## config.mk

```make
export PLATFORM = sky130hd
export DESIGN_NAME = typec_src_ctrl
export DESIGN_NICKNAME = d
export VERILOG_FILES = /design/src/hw/typec_src_pkg.sv /design/src/hw/pin_sync.sv /design/src/hw/typec_src_ctrl.sv
export SDC_FILE = /design/constraint.sdc
export NUM_CORES = 1
export LEC_CHECK = 0
export ABC_CLOCK_PERIOD_IN_PS = 2900
export BUFFER_PORTS_ARGS = -buffer_cell sky130_fd_sc_hd__buf_2
export CORE_ASPECT_RATIO = 0.9
export CORE_MARGIN = 2
export CORE_UTILIZATION = 53
export DETAILED_ROUTE_END_ITERATION = 12
export GPL_ROUTABILITY_DRIVEN = 0
export PLACE_DENSITY = 0.8
export SLEW_MARGIN = 15
export SYNTH_ARGS = -nofsm -noshare
export SYNTH_HDL_FRONTEND = slang
export SYNTH_HIERARCHICAL = 1
export SYNTH_SLANG_ARGS = --single-unit
```

## constraint.sdc

```tcl
create_clock -name aclk -period 2.9 [get_ports aclk]
set_input_delay 0.145 -clock aclk [delete_from_list [all_inputs] [get_ports aclk]]
set_output_delay 0.145 -clock aclk [all_outputs]
set_load 0.1 [all_outputs]
```

## src/hw/typec_src_pkg.sv

```systemverilog
/*
 * shared constants for the type-c source port control block:
 * register map, field positions, reset values and timing counts.
 * assumes a 200 mhz aclk and a 32-bit axi4-lite register bus.
 */
package typec_src_pkg;

  // register byte offsets
  localparam logic [7:0] ctrl_off = 8'h00;
  localparam logic [7:0] status_off = 8'h04;
  localparam logic [7:0] irq_status_off = 8'h08;
  localparam logic [7:0] irq_mask_off = 8'h0c;
  localparam logic [7:0] cc_level_off = 8'h10;

  // control register fields
  localparam int ctrl_enable_bit = 0;
  localparam int ctrl_usb3_bit = 1;
  localparam int ctrl_discharge_en_bit = 2;
  localparam logic [31:0] ctrl_reset = 32'h0000_0005;

  // status register fields
  localparam int st_attach_bit = 0;
  localparam int st_orient_bit = 1;
  localparam int st_audio_bit = 2;
  localparam int st_debug_bit = 3;
  localparam int st_fault_bit = 4;
  localparam int st_heavy_bit = 5;
  localparam int st_vbus_bit = 6;
  localparam int st_vconn_bit = 7;
  localparam int st_limit_bit = 8;

  // event bits, shared by irq status and mask
  localparam int ev_attach_bit = 0;
  localparam int ev_detach_bit = 1;
  localparam int ev_fault_bit = 2;
  localparam int ev_heavy_bit = 3;
  localparam int ev_count = 4;
  localparam logic [ev_count-1:0] irq_mask_reset = 4'h0;

  // cc line levels as seen by the comparators
  typedef enum logic [1:0] {
    cc_open,
    cc_rd,
    cc_ra
  } cc_level_t;

  // advertised current, driven on both cc lines
  typedef enum logic [1:0] {
    adv_default,
    adv_1p5a,
    adv_3a
  } adv_level_t;

  // port states
  typedef enum logic [2:0] {
    st_off,
    st_unattached,
    st_debounce,
    st_sink,
    st_audio,
    st_debug,
    st_discharge
  } port_state_t;

  // timing
  localparam int clk_mhz = 200;
  localparam int debounce_us = 150;
  localparam int debounce_cycles = debounce_us * clk_mhz;
  localparam int discharge_us = 50;
  localparam int discharge_cycles = discharge_us * clk_mhz;
  localparam int cnt_width = 16;

endpackage

```

## src/hw/pin_sync.sv

```systemverilog
/*
 * three-stage synchroniser for one pin input with a change qualifier.
 * assumes the input is asynchronous to aclk; the output only moves
 * when the second and third stage agree.
 */
`timescale 1ns/1ps
`default_nettype none
module pin_sync #(
  parameter logic reset_value = 1'b0
) (
  // clock and reset
  input wire logic aclk,
  input wire logic aresetn,
  // pin and clean level
  input wire logic pin,
  output logic level
);

  logic s1_q;
  logic s2_q;
  logic s3_q;
  logic level_q;

  always_ff @(posedge aclk) begin
    if (!aresetn) begin
      s1_q <= reset_value;
      s2_q <= reset_value;
      s3_q <= reset_value;
    end else begin
      s1_q <= pin;
      s2_q <= s1_q;
      s3_q <= s2_q;
    end
  end

  always_ff @(posedge aclk) begin
    if (!aresetn) begin
      level_q <= reset_value;
    end else if (s2_q == s3_q) begin
      level_q <= s3_q;
    end
  end

  assign level = level_q;

endmodule
`default_nettype wire

```

## src/hw/typec_src_ctrl.sv

```systemverilog
/*
 * type-c downstream port control: cc attach and detach detection,
 * orientation, accessory identification, current advertisement,
 * vbus and vconn switch control, open-drain flags, axi4-lite registers.
 * assumes cc comparator levels, switch limit and thermal events come
 * from analog logic outside, asynchronous to aclk.
 */
// Design decisions made here: the AXI4-Lite interface to the registers and the register offsets.
// Functional notes
// - watch both cc lines for attach/detach
// - sink attached: close charging supply switch
// - advertise selected current on connected cc (code drives it on both cc lines whenever on)
// - marked cable: vconn onto other cc
// - attach flag active when sink identified
// - orientation flag when second cc connects
// - audio flag on audio accessory pattern
// - debug flag on debug accessory pattern
// - fault low on current limit or overtemperature
// - heavy load above 1.95a at 3a
// - low type-c select picks default usb level
// - high current select 1.5a/3a, type-c only
// - two switch limits, 1.7a and 3.4a
// - enable turns whole device on/off (code keeps switch_current_limit following the selects when off)
`timescale 1ns/1ps
`default_nettype none
module typec_src_ctrl
  import typec_src_pkg::*;
(
  // clock and reset
  input wire logic aclk,
  input wire logic aresetn,
  // axi4-lite write address
  input wire logic [7:0] s_axi_awaddr,
  input wire logic s_axi_awvalid,
  output logic s_axi_awready,
  // axi4-lite write data
  input wire logic [31:0] s_axi_wdata,
  input wire logic [3:0] s_axi_wstrb,
  input wire logic s_axi_wvalid,
  output logic s_axi_wready,
  // axi4-lite write response
  output logic [1:0] s_axi_bresp,
  output logic s_axi_bvalid,
  input wire logic s_axi_bready,
  // axi4-lite read address
  input wire logic [7:0] s_axi_araddr,
  input wire logic s_axi_arvalid,
  output logic s_axi_arready,
  // axi4-lite read data
  output logic [31:0] s_axi_rdata,
  output logic [1:0] s_axi_rresp,
  output logic s_axi_rvalid,
  input wire logic s_axi_rready,
  // control pins
  input wire logic enable_pin,
  input wire logic type_c_current_select,
  input wire logic high_current_select,
  // cc comparator levels, 00 open, 01 rd, 10 ra
  input wire logic [1:0] cc1_level,
  input wire logic [1:0] cc2_level,
  // analog switch events
  input wire logic limit_active,
  input wire logic over_temp,
  input wire logic load_above_1p95a,
  // switch and cc drive
  output logic vbus_switch_on,
  output logic vbus_discharge_on,
  output logic vconn_cc1_on,
  output logic vconn_cc2_on,
  output logic switch_current_limit,
  output logic [1:0] cc1_advertise,
  output logic [1:0] cc2_advertise,
  // open-drain flags, enable high pulls the pin low
  output logic attach_flag_oe,
  output logic orientation_flag_oe,
  output logic audio_flag_oe,
  output logic debug_flag_oe,
  output logic fault_flag_oe,
  output logic heavy_load_flag_oe,
  // interrupt
  output logic irq
);

  localparam logic [1:0] resp_okay = 2'b00;
  localparam logic [1:0] resp_slverr = 2'b10;

  // synchronised pins
  localparam int n_pins = 11;
  logic [n_pins-1:0] pin_raw;
  logic [n_pins-1:0] pin_lvl;
  assign pin_raw = {enable_pin, type_c_current_select, high_current_select,
                    cc1_level, cc2_level, limit_active, over_temp,
                    load_above_1p95a, 1'b0};

  genvar gi;
  generate
    for (gi = 0; gi < n_pins; gi++) begin : g_sync
      pin_sync #(.reset_value(1'b0)) u_sync (
        .aclk(aclk),
        .aresetn(aresetn),
        .pin(pin_raw[gi]),
        .level(pin_lvl[gi])
      );
    end
  endgenerate

  logic en_s, tc_sel_s, hi_sel_s, lim_s, ot_s, load_s;
  cc_level_t cc1_s, cc2_s;
  assign en_s = pin_lvl[10];
  assign tc_sel_s = pin_lvl[9];
  assign hi_sel_s = pin_lvl[8];
  assign cc1_s = cc_level_t'(pin_lvl[7:6]);
  assign cc2_s = cc_level_t'(pin_lvl[5:4]);
  assign lim_s = pin_lvl[3];
  assign ot_s = pin_lvl[2];
  assign load_s = pin_lvl[1];

  // registers
  logic [2:0] ctrl_q;
  logic [ev_count-1:0] irq_status_q;
  logic [ev_count-1:0] irq_mask_q;
  logic device_on;
  assign device_on = en_s && ctrl_q[ctrl_enable_bit];

  // cc pattern classification
  port_state_t state_q;
  port_state_t pattern;
  logic orient_d;
  logic marked_d;
  always_comb begin
    pattern = st_unattached;
    orient_d = 1'b0;
    marked_d = 1'b0;
    if (cc1_s == cc_rd && cc2_s == cc_rd) begin
      pattern = st_debug;
    end else if (cc1_s == cc_ra && cc2_s == cc_ra) begin
      pattern = st_audio;
    end else if (cc1_s == cc_rd) begin
      pattern = st_sink;
      marked_d = (cc2_s == cc_ra);
    end else if (cc2_s == cc_rd) begin
      pattern = st_sink;
      orient_d = 1'b1;
      marked_d = (cc1_s == cc_ra);
    end
  end

  // debounce of a stable cc pattern
  logic [cnt_width-1:0] cnt_q;
  port_state_t cand_q;
  logic orient_q;
  logic marked_q;
  logic cnt_done;
  assign cnt_done = (cnt_q == cnt_width'(debounce_cycles - 1));

  always_ff @(posedge aclk) begin
    if (!aresetn) begin
      state_q <= st_off;
      cand_q <= st_unattached;
      cnt_q <= '0;
      orient_q <= 1'b0;
      marked_q <= 1'b0;
    end else if (!device_on) begin
      state_q <= st_off;
      cnt_q <= '0;
    end else begin
      case (state_q)
        st_off: begin
          state_q <= st_unattached;
        end
        st_unattached: begin
          cnt_q <= '0;
          cand_q <= pattern;
          if (pattern != st_unattached) begin
            state_q <= st_debounce;
          end
        end
        st_debounce: begin
          if (pattern != cand_q) begin
            state_q <= st_unattached;
          end else if (cnt_done) begin
            state_q <= cand_q;
            orient_q <= orient_d;
            marked_q <= marked_d;
          end else begin
            cnt_q <= cnt_q + 1'b1;
          end
        end
        st_sink, st_audio, st_debug: begin
          cnt_q <= '0;
          if (pattern != state_q) begin
            state_q <= st_discharge;
          end
        end
        st_discharge: begin
          if (cnt_q == cnt_width'(discharge_cycles - 1)) begin
            state_q <= st_unattached;
            orient_q <= 1'b0;
            marked_q <= 1'b0;
          end else begin
            cnt_q <= cnt_q + 1'b1;
          end
        end
        default: begin
          state_q <= st_off;
        end
      endcase
    end
  end

  // current advertisement and switch limit
  adv_level_t adv;
  always_comb begin
    if (!tc_sel_s) begin
      adv = adv_default;
    end else if (hi_sel_s) begin
      adv = adv_3a;
    end else begin
      adv = adv_1p5a;
    end
  end

  logic sink_on;
  assign sink_on = (state_q == st_sink);

  always_ff @(posedge aclk) begin
    if (!aresetn) begin
      vbus_switch_on <= 1'b0;
      vbus_discharge_on <= 1'b0;
      vconn_cc1_on <= 1'b0;
      vconn_cc2_on <= 1'b0;
      switch_current_limit <= 1'b0;
      cc1_advertise <= 2'h0;
      cc2_advertise <= 2'h0;
    end else begin
      vbus_switch_on <= sink_on && !ot_s;
      vbus_discharge_on <= (state_q == st_discharge)
                           && ctrl_q[ctrl_discharge_en_bit];
      vconn_cc1_on <= sink_on && marked_q && orient_q;
      vconn_cc2_on <= sink_on && marked_q && !orient_q;
      switch_current_limit <= (adv == adv_3a);
      cc1_advertise <= device_on ? 2'(adv) : 2'h0;
      cc2_advertise <= device_on ? 2'(adv) : 2'h0;
    end
  end

  // open-drain flags
  always_ff @(posedge aclk) begin
    if (!aresetn) begin
      attach_flag_oe <= 1'b0;
      orientation_flag_oe <= 1'b0;
      audio_flag_oe <= 1'b0;
      debug_flag_oe <= 1'b0;
      fault_flag_oe <= 1'b0;
      heavy_load_flag_oe <= 1'b0;
    end else begin
      attach_flag_oe <= sink_on;
      orientation_flag_oe <= sink_on && orient_q;
      audio_flag_oe <= (state_q == st_audio);
      debug_flag_oe <= (state_q == st_debug);
      fault_flag_oe <= device_on && (lim_s || ot_s);
      heavy_load_flag_oe <= sink_on && (adv == adv_3a) && load_s;
    end
  end

  // event edges
  logic attach_prev_q, fault_prev_q, heavy_prev_q;
  logic [ev_count-1:0] ev;
  always_ff @(posedge aclk) begin
    if (!aresetn) begin
      attach_prev_q <= 1'b0;
      fault_prev_q <= 1'b0;
      heavy_prev_q <= 1'b0;
    end else begin
      attach_prev_q <= attach_flag_oe;
      fault_prev_q <= fault_flag_oe;
      heavy_prev_q <= heavy_load_flag_oe;
    end
  end
  always_comb begin
    ev = '0;
    ev[ev_attach_bit] = attach_flag_oe && !attach_prev_q;
    ev[ev_detach_bit] = !attach_flag_oe && attach_prev_q;
    ev[ev_fault_bit] = fault_flag_oe && !fault_prev_q;
    ev[ev_heavy_bit] = heavy_load_flag_oe && !heavy_prev_q;
  end

  // axi4-lite write path
  logic aw_held_q, w_held_q;
  logic [7:0] awaddr_q;
  logic [31:0] wdata_q;
  logic [3:0] wstrb_q;
  logic do_write;
  assign s_axi_awready = !aw_held_q && !s_axi_bvalid;
  assign s_axi_wready = !w_held_q && !s_axi_bvalid;
  assign do_write = aw_held_q && w_held_q && !s_axi_bvalid;

  always_ff @(posedge aclk) begin
    if (!aresetn) begin
      aw_held_q <= 1'b0;
      w_held_q <= 1'b0;
      awaddr_q <= 8'h00;
      wdata_q <= 32'h0;
      wstrb_q <= 4'h0;
      s_axi_bvalid <= 1'b0;
      s_axi_bresp <= resp_okay;
    end else begin
      if (s_axi_awvalid && s_axi_awready) begin
        aw_held_q <= 1'b1;
        awaddr_q <= s_axi_awaddr;
      end
      if (s_axi_wvalid && s_axi_wready) begin
        w_held_q <= 1'b1;
        wdata_q <= s_axi_wdata;
        wstrb_q <= s_axi_wstrb;
      end
      if (do_write) begin
        aw_held_q <= 1'b0;
        w_held_q <= 1'b0;
        s_axi_bvalid <= 1'b1;
        s_axi_bresp <= (awaddr_q == ctrl_off || awaddr_q == irq_mask_off)
                       ? resp_okay : resp_slverr;
      end else if (s_axi_bvalid && s_axi_bready) begin
        s_axi_bvalid <= 1'b0;
      end
    end
  end

  always_ff @(posedge aclk) begin
    if (!aresetn) begin
      ctrl_q <= ctrl_reset[2:0];
      irq_mask_q <= irq_mask_reset;
    end else if (do_write && wstrb_q[0]) begin
      if (awaddr_q == ctrl_off) begin
        ctrl_q <= wdata_q[2:0];
      end
      if (awaddr_q == irq_mask_off) begin
        irq_mask_q <= wdata_q[ev_count-1:0];
      end
    end
  end

  // axi4-lite read path; reading irq status clears it, new events win
  logic rd_irq;
  assign s_axi_arready = !s_axi_rvalid;
  assign rd_irq = s_axi_arvalid && s_axi_arready
                  && (s_axi_araddr == irq_status_off);

  always_ff @(posedge aclk) begin
    if (!aresetn) begin
      irq_status_q <= '0;
    end else begin
      irq_status_q <= (rd_irq ? '0 : irq_status_q) | ev;
    end
  end

  logic [31:0] status_word;
  always_comb begin
    status_word = 32'h0;
    status_word[st_attach_bit] = attach_flag_oe;
    status_word[st_orient_bit] = orientation_flag_oe;
    status_word[st_audio_bit] = audio_flag_oe;
    status_word[st_debug_bit] = debug_flag_oe;
    status_word[st_fault_bit] = fault_flag_oe;
    status_word[st_heavy_bit] = heavy_load_flag_oe;
    status_word[st_vbus_bit] = vbus_switch_on;
    status_word[st_vconn_bit] = vconn_cc1_on || vconn_cc2_on;
    status_word[st_limit_bit] = switch_current_limit;
  end

  always_ff @(posedge aclk) begin
    if (!aresetn) begin
      s_axi_rvalid <= 1'b0;
      s_axi_rdata <= 32'h0;
      s_axi_rresp <= resp_okay;
    end else if (s_axi_arvalid && s_axi_arready) begin
      s_axi_rvalid <= 1'b1;
      s_axi_rresp <= resp_okay;
      case (s_axi_araddr)
        ctrl_off: s_axi_rdata <= {29'h0, ctrl_q};
        status_off: s_axi_rdata <= status_word;
        irq_status_off: s_axi_rdata <= {28'h0, irq_status_q};
        irq_mask_off: s_axi_rdata <= {28'h0, irq_mask_q};
        cc_level_off: s_axi_rdata <= {28'h0, 2'(cc2_s), 2'(cc1_s)};
        default: begin
          s_axi_rdata <= 32'h0;
          s_axi_rresp <= resp_slverr;
        end
      endcase
    end else if (s_axi_rvalid && s_axi_rready) begin
      s_axi_rvalid <= 1'b0;
    end
  end

  assign irq = |(irq_status_q & irq_mask_q);

  logic unused_bits;
  assign unused_bits = pin_lvl[0] ^ ctrl_q[ctrl_usb3_bit] ^ (|wstrb_q[3:1]);

endmodule
`default_nettype wire

```

==> Word-level counts from Yosys, hierarchy flattened <==
Cells that the tools add are included.
{ "totals": {"elab_cells": 214, "register_bits": 144} }
{ "op_classes": {"n_eq_ne": 39, "muxes": 39, "bitwise_logic": 3, "reduce_logical": 59, "add_sub_neg": 1} }
{ "ops": {"columns": ["cell", "count"], "rows": [
  ["$mux 16", 3],
  ["$pmux 16 s3", 1],
  ["$pmux 9 s5", 1],
  ["$logic_and 1x1->1", 27],
  ["$eq 8x4->1 const B", 3],
  ["$mux 3", 7],
  ["$mux 1", 17],
  ["$add 16x1->16 const B", 1],
  ["$eq 16x14->1 const B", 1],
  ["$eq 16x15->1 const B", 1],
  ["$logic_not 8->1", 2],
  ["$pmux 3 s5", 1],
  ["$ne 2x2->1 const B", 7],
  ["$mux 2", 6],
  ["$eq 1x1->1", 10],
  ["$logic_not 1->1", 10],
  ["$eq 3x3->1 const B", 3],
  ["$eq 8x3->1 const B", 1],
  ["$eq 8x5->1 const B", 1],
  ["$reduce_and 2->1", 4],
  ["$reduce_and 4->1", 2],
  ["$reduce_or 4->1", 2],
  ["$eq 2x2->1 const B", 3],
  ["$eq 3x2->1 const B", 2],
  ["other kinds (18)", 25]
]} }

==> Logic depth before layout (Yosys ltp) <==
{ "depth": {"ltp_word": 8, "depth_mapped": 7, "depth_no_buf": 7} }

==> Cells and area by module <==
The synthesis kept the hierarchy.
{ "modules_own_cells": {"columns": ["mod", "n_inst", "cells_each", "area_each_um2"], "rows": [
  ["typec_src_ctrl", 1, 434, 3876.2],
  ["pin_sync", 10, 10, 116.4]
]} }

==> Worst setup path before layout <==
Ideal clock, no wire load.
{ "synth_path": {"path_type": "reg2reg", "startpoint": "reg s_axi_bvalid", "endpoint": "reg wdata_q[0]", "path_stages_with_launch": 6, "required_time_ps": 2784, "arrival_time_ps": 2897, "slack_ps": -113, "setup_ps": 116, "period_less_slack_ps": 3013, "cell_sequence": "dfxtp_1 nor2_1 and2_1 buf_1 mux2i_1 nor2b_1"} }
{ "synth_between": {"elab_chain_cells": 3} }
{ "synth_rtl": {"columns": ["item", "line", "source"], "rows": [
  ["start, declared", "typec_src_ctrl.sv:43", "output logic s_axi_bvalid,"],
  ["start signal, assigned", "typec_src_ctrl.sv:305", "s_axi_bvalid <= 1'b0;"],
  ["start signal, assigned", "typec_src_ctrl.sv:320", "s_axi_bvalid <= 1'b1;"],
  ["start signal, assigned", "typec_src_ctrl.sv:324", "s_axi_bvalid <= 1'b0;"],
  ["$logic_not 1->1", "typec_src_ctrl.sv:295", "assign s_axi_wready = !w_held_q && !s_axi_bvalid;"],
  ["$logic_and 1x1->1", "typec_src_ctrl.sv:295", null],
  ["net s_axi_wready", "typec_src_ctrl.sv:40", "output logic s_axi_wready,"],
  ["$logic_and 1x1->1", "typec_src_ctrl.sv:312", "if (s_axi_wvalid && s_axi_wready) begin"],
  ["end signal, assigned", "typec_src_ctrl.sv:314", "wdata_q <= s_axi_wdata;"],
  ["end, declared", "typec_src_ctrl.sv:291", "logic [31:0] wdata_q;"]
]} }
The timed path passes the listed nets, and every way through them passes these cells.
A chain may end at the register's enable or synchronous reset.

==> Final worst setup path <==
{ "layout_path": {"startpoint": "reg state_q[1]", "endpoint": "reg marked_q"} }
{ "layout_between": {"elab_chain_cells": 3, "elab_cells_between_ends": 8} }
{ "layout_rtl": {"columns": ["item", "line", "source"], "rows": [
  ["start, declared", "typec_src_ctrl.sv:126", "port_state_t state_q;"],
  ["start signal, assigned", "typec_src_ctrl.sv:158", "state_q <= st_off;"],
  ["start signal, assigned", "typec_src_ctrl.sv:164", "state_q <= st_off;"],
  ["start signal, assigned", "typec_src_ctrl.sv:169", "state_q <= st_unattached;"],
  ["$eq 3x2->1 / $eq 3x3->1 (equally long branches)", "typec_src_ctrl.sv:167", "case (state_q)"],
  ["$ne 2x2->1 (no source line) / $reduce_bool 2->1 (equally long branches)", null, null],
  ["$reduce_and 5->1 (no source line)", null, null],
  ["end signal, assigned", "typec_src_ctrl.sv:184", "marked_q <= marked_d;"],
  ["end, declared", "typec_src_ctrl.sv:152", "logic marked_q;"]
]} }
Several ways; a longest one is shown, not always the timed one.

==> summary.md <==
| Metric | Value |
|---|---|
| Status | `finished, final reports clean` |
| Final Hold Viols | `0` |
| Die area | `a little over 0.01 mm2` |
| Diode count | `0` |
| Vias | `between 4000 and 5000` |
| Starting Density | `55.0%` |
| DP Wirelength | `7240 um` |
| Post-synth cell types | `68` |
| # Post-CTS Setup Buffers | `0` |
| Hold-fix buffers at CTS | `26` |
| NumNets Final | `698` |
| Tcrit/Tclk final | `82.9%` |
| Post-Place Worst Slack | `563 ps` |
| RSZ-0062 raised after global routing | `false` |
| Largest area contributor in the netlist | `dfxtp_1` |
| WL/cell | `14.3 um` |
| GRT Total Usage | `21.3%` |
| Share of the synthesized area in the top cell type | `47.3%` |
| Clock sinks | `119` |
| Leakage | `2.52 nW` |
| Worst-path maximum fanout | `15` |
| CP Capture Type | `register` |
| P per Cell Area | `671 mW/mm2` |
| Number of synthesized register bits | `between 100 and 150` |
| Post-Syn Area | `0.00504 mm2` |
| Largest net degree at the start of global routing | `92` |
| Worst Tran Pin Value | `788 ps` |
| GRT overflow | `0` |
| Synthesis Warnings | `6` |
| Relative slew slack | `47.4%` |
| Mapped Cells | `534` |
| Drt first pass iters | `5` |
| Max H-tree Level | `4` |
| Synth cell count leaders | `dfxtp_1 (119), nand2_1 (64), and2_1 (30)` |
| Tot Pwr | `0.00415 W` |
| Setup ws final | `just under 500 ps` |
| Vias in the first global route | `3704` |
| Post-CTS Resized | `0` |
| Clk root buf | `clkbuf_8` |
| Rows | `33` |
| Area Growth Syn to Fin | `22.8%` |
| 1st-iter DRT viols | `approximately 350` |
| CP startpoint kind | `register` |
| Peak supply drop | `0.443 mV` |
| Crit Path Category | `register to register` |
| Arrival @ worst endpoint | `about 2800 ps` |
| Layout Skew | `8.77 ps` |
| Max Slew Vio Count | `0` |
| Synth Area per Inst | `~9.4 um2` |
| Post-route DRC violation count | `0` |
| Chip Width | `107 um` |
| Final instance area | `0.00619 mm2` |
| Worst-Skew Late Latency | `520 ps` |
| Clock transition at path regs | `60 ps` |
| CTS Buffer Depth | `2` |
| Post-Layout Cell Count | `between 700 and 800` |
| Primary FF master, synth | `dfxtp_1` |
| Core Footprint | `0.00917 mm2` |
| Final setup viols | `0` |
| Vias per cell | `between 5 and 6` |
| CTS tree | `done` |
| Layout cells sized above 1 | `20.9%` |
| CTS Buf Count | `17` |
| Fmax | `0.416 GHz` |
| Most frequent cell after synthesis | `dfxtp_1` |
| Placement Cell Area | `approximately 0.0053 mm2` |
| Post-synth EDFFs | `0` |
| Die height | `96.5 um` |
| Sequential area share after synthesis | `between 40 and 50%` |
| Detail Route Antenna Nets | `0` |
| Initial antenna violation count | `0` |
| Minimum clock period | `roughly 2400 ps` |
| First-pass GRT wire length | `17000 um` |
| Ys async rst share | `0%` |
| Worst EP required | `3310 ps` |
| IO buf count | `69` |
| Min-delay worst type | `input pin to register` |
| Total wire length | `roughly 11000 um` |
| Setup TNS | `0 ps` |
| I/O pin count | `126` |
| Max_cap viols | `0` |
| Placed insts | `a little over 700` |
| Top cells by area, synth | `dfxtp_1 (47%), nand2_1 (4.8%), buf_4 (4.0%), and2_1 (3.7%), mux2i_1 (3.6%)` |
worst paths after layout:
path              cells past startpoint  slack (ps)                    end                  start
setup / recovery                      6         500               marked_q             state_q[1]
hold / removal                        3          70         s_axi_rdata[3]        s_axi_araddr[3]
setup reg to reg                      6         500               marked_q             state_q[1]
hold reg to reg                       1         430  g_sync[2].u_sync/s2_q  g_sync[2].u_sync/s1_q
stage by stage:
| stage | hold slack (ps) | util (%) |
|---|---|---|
| after detailed placement | 353 | 58.3 |
| after CTS | 50.1 | 67.5 |
| final | 65.3 | 67.5 |
| after global placement | 351 | 58.3 |
| after global routing | 118 | 67.5 |
| after floorplan | 267 | - |
registers in the layout, indices dropped and copies added, names as in the netlist, 2 cells and up:
name and count:
awaddr_q 8, wdata_q 4, s_axi_rdata 9, g_sync.u_sync/s3_q 10, g_sync.u_sync/s1_q 10, cnt_q 16
irq_mask_q 4, g_sync.u_sync/level 10, state_q 3, cand_q 3, ctrl_q 3, irq_status_q 4
g_sync.u_sync/s2_q 10, cc2_advertise 2
layout by cell type, fill, tap and decap left out, types with 11 or more instances in the layout:
master	synthesis	routed
conb_1	1	25
a21oi_1	19	19
nand2_1	64	64
and2_2	11	11
a21boi_0	13	13
and2_1	30	30
dlygate4sd3_1	0	26
clkbuf_16	0	16
nor2_1	29	27
nor2b_1	26	26
dfxtp_1	119	119
buf_2	2	69
mux2i_1	18	18
nand3_1	16	16
layout make-up:
type,count,area [um2]
Tap cell,122,153
Clock buffer,17,414
Sequential cell,119,2380
Multi-Input combinational cell,390,2440
Inverter,4,15.0
Fill cell,722,2980
Clock inverter,15,176
Timing Repair Buffer,96,613
per-layer routing:
layer,wire length [um],GRT usage (%),vias to the layer above
met5,0,0,-
met4,262,9.42,0
met3,579,5.37,25
met2,5430,37.7,143
met1,4660,24.8,1904
li1,-,-,2022
cell families (layout without fill, tap and decap cells):
kind of cell	after synthesis	in the layout	synth area share, %
other	1	25	0.0744
multiplexers	22	22	4.69
XOR/XNOR	9	9	1.86
flip-flops	119	119	47.3
AND/OR/NAND/NOR	234	234	25.6
adder cells (fa/ha/maj)	1	1	0.248
AO/OA/AOI/OAI	99	99	14.0
buffers and inverters	49	132	6.26
where the power goes:
group          leakage (nW)  switching [W]  internal [W]
combinational          1.26       0.000310     0.0000973
sequential            0.968      0.0000251       0.00168
clock                 0.287       0.000859       0.00119
critical path, stage by stage (launching register included):
cell and delay, ps:
dfxtp_1 680, or3b_2 540, o32a_1 230, or3_4 390, a31oi_4 190, mux2i_1 220
nor2b_1 60
Power figures use the tool's default switching activity.
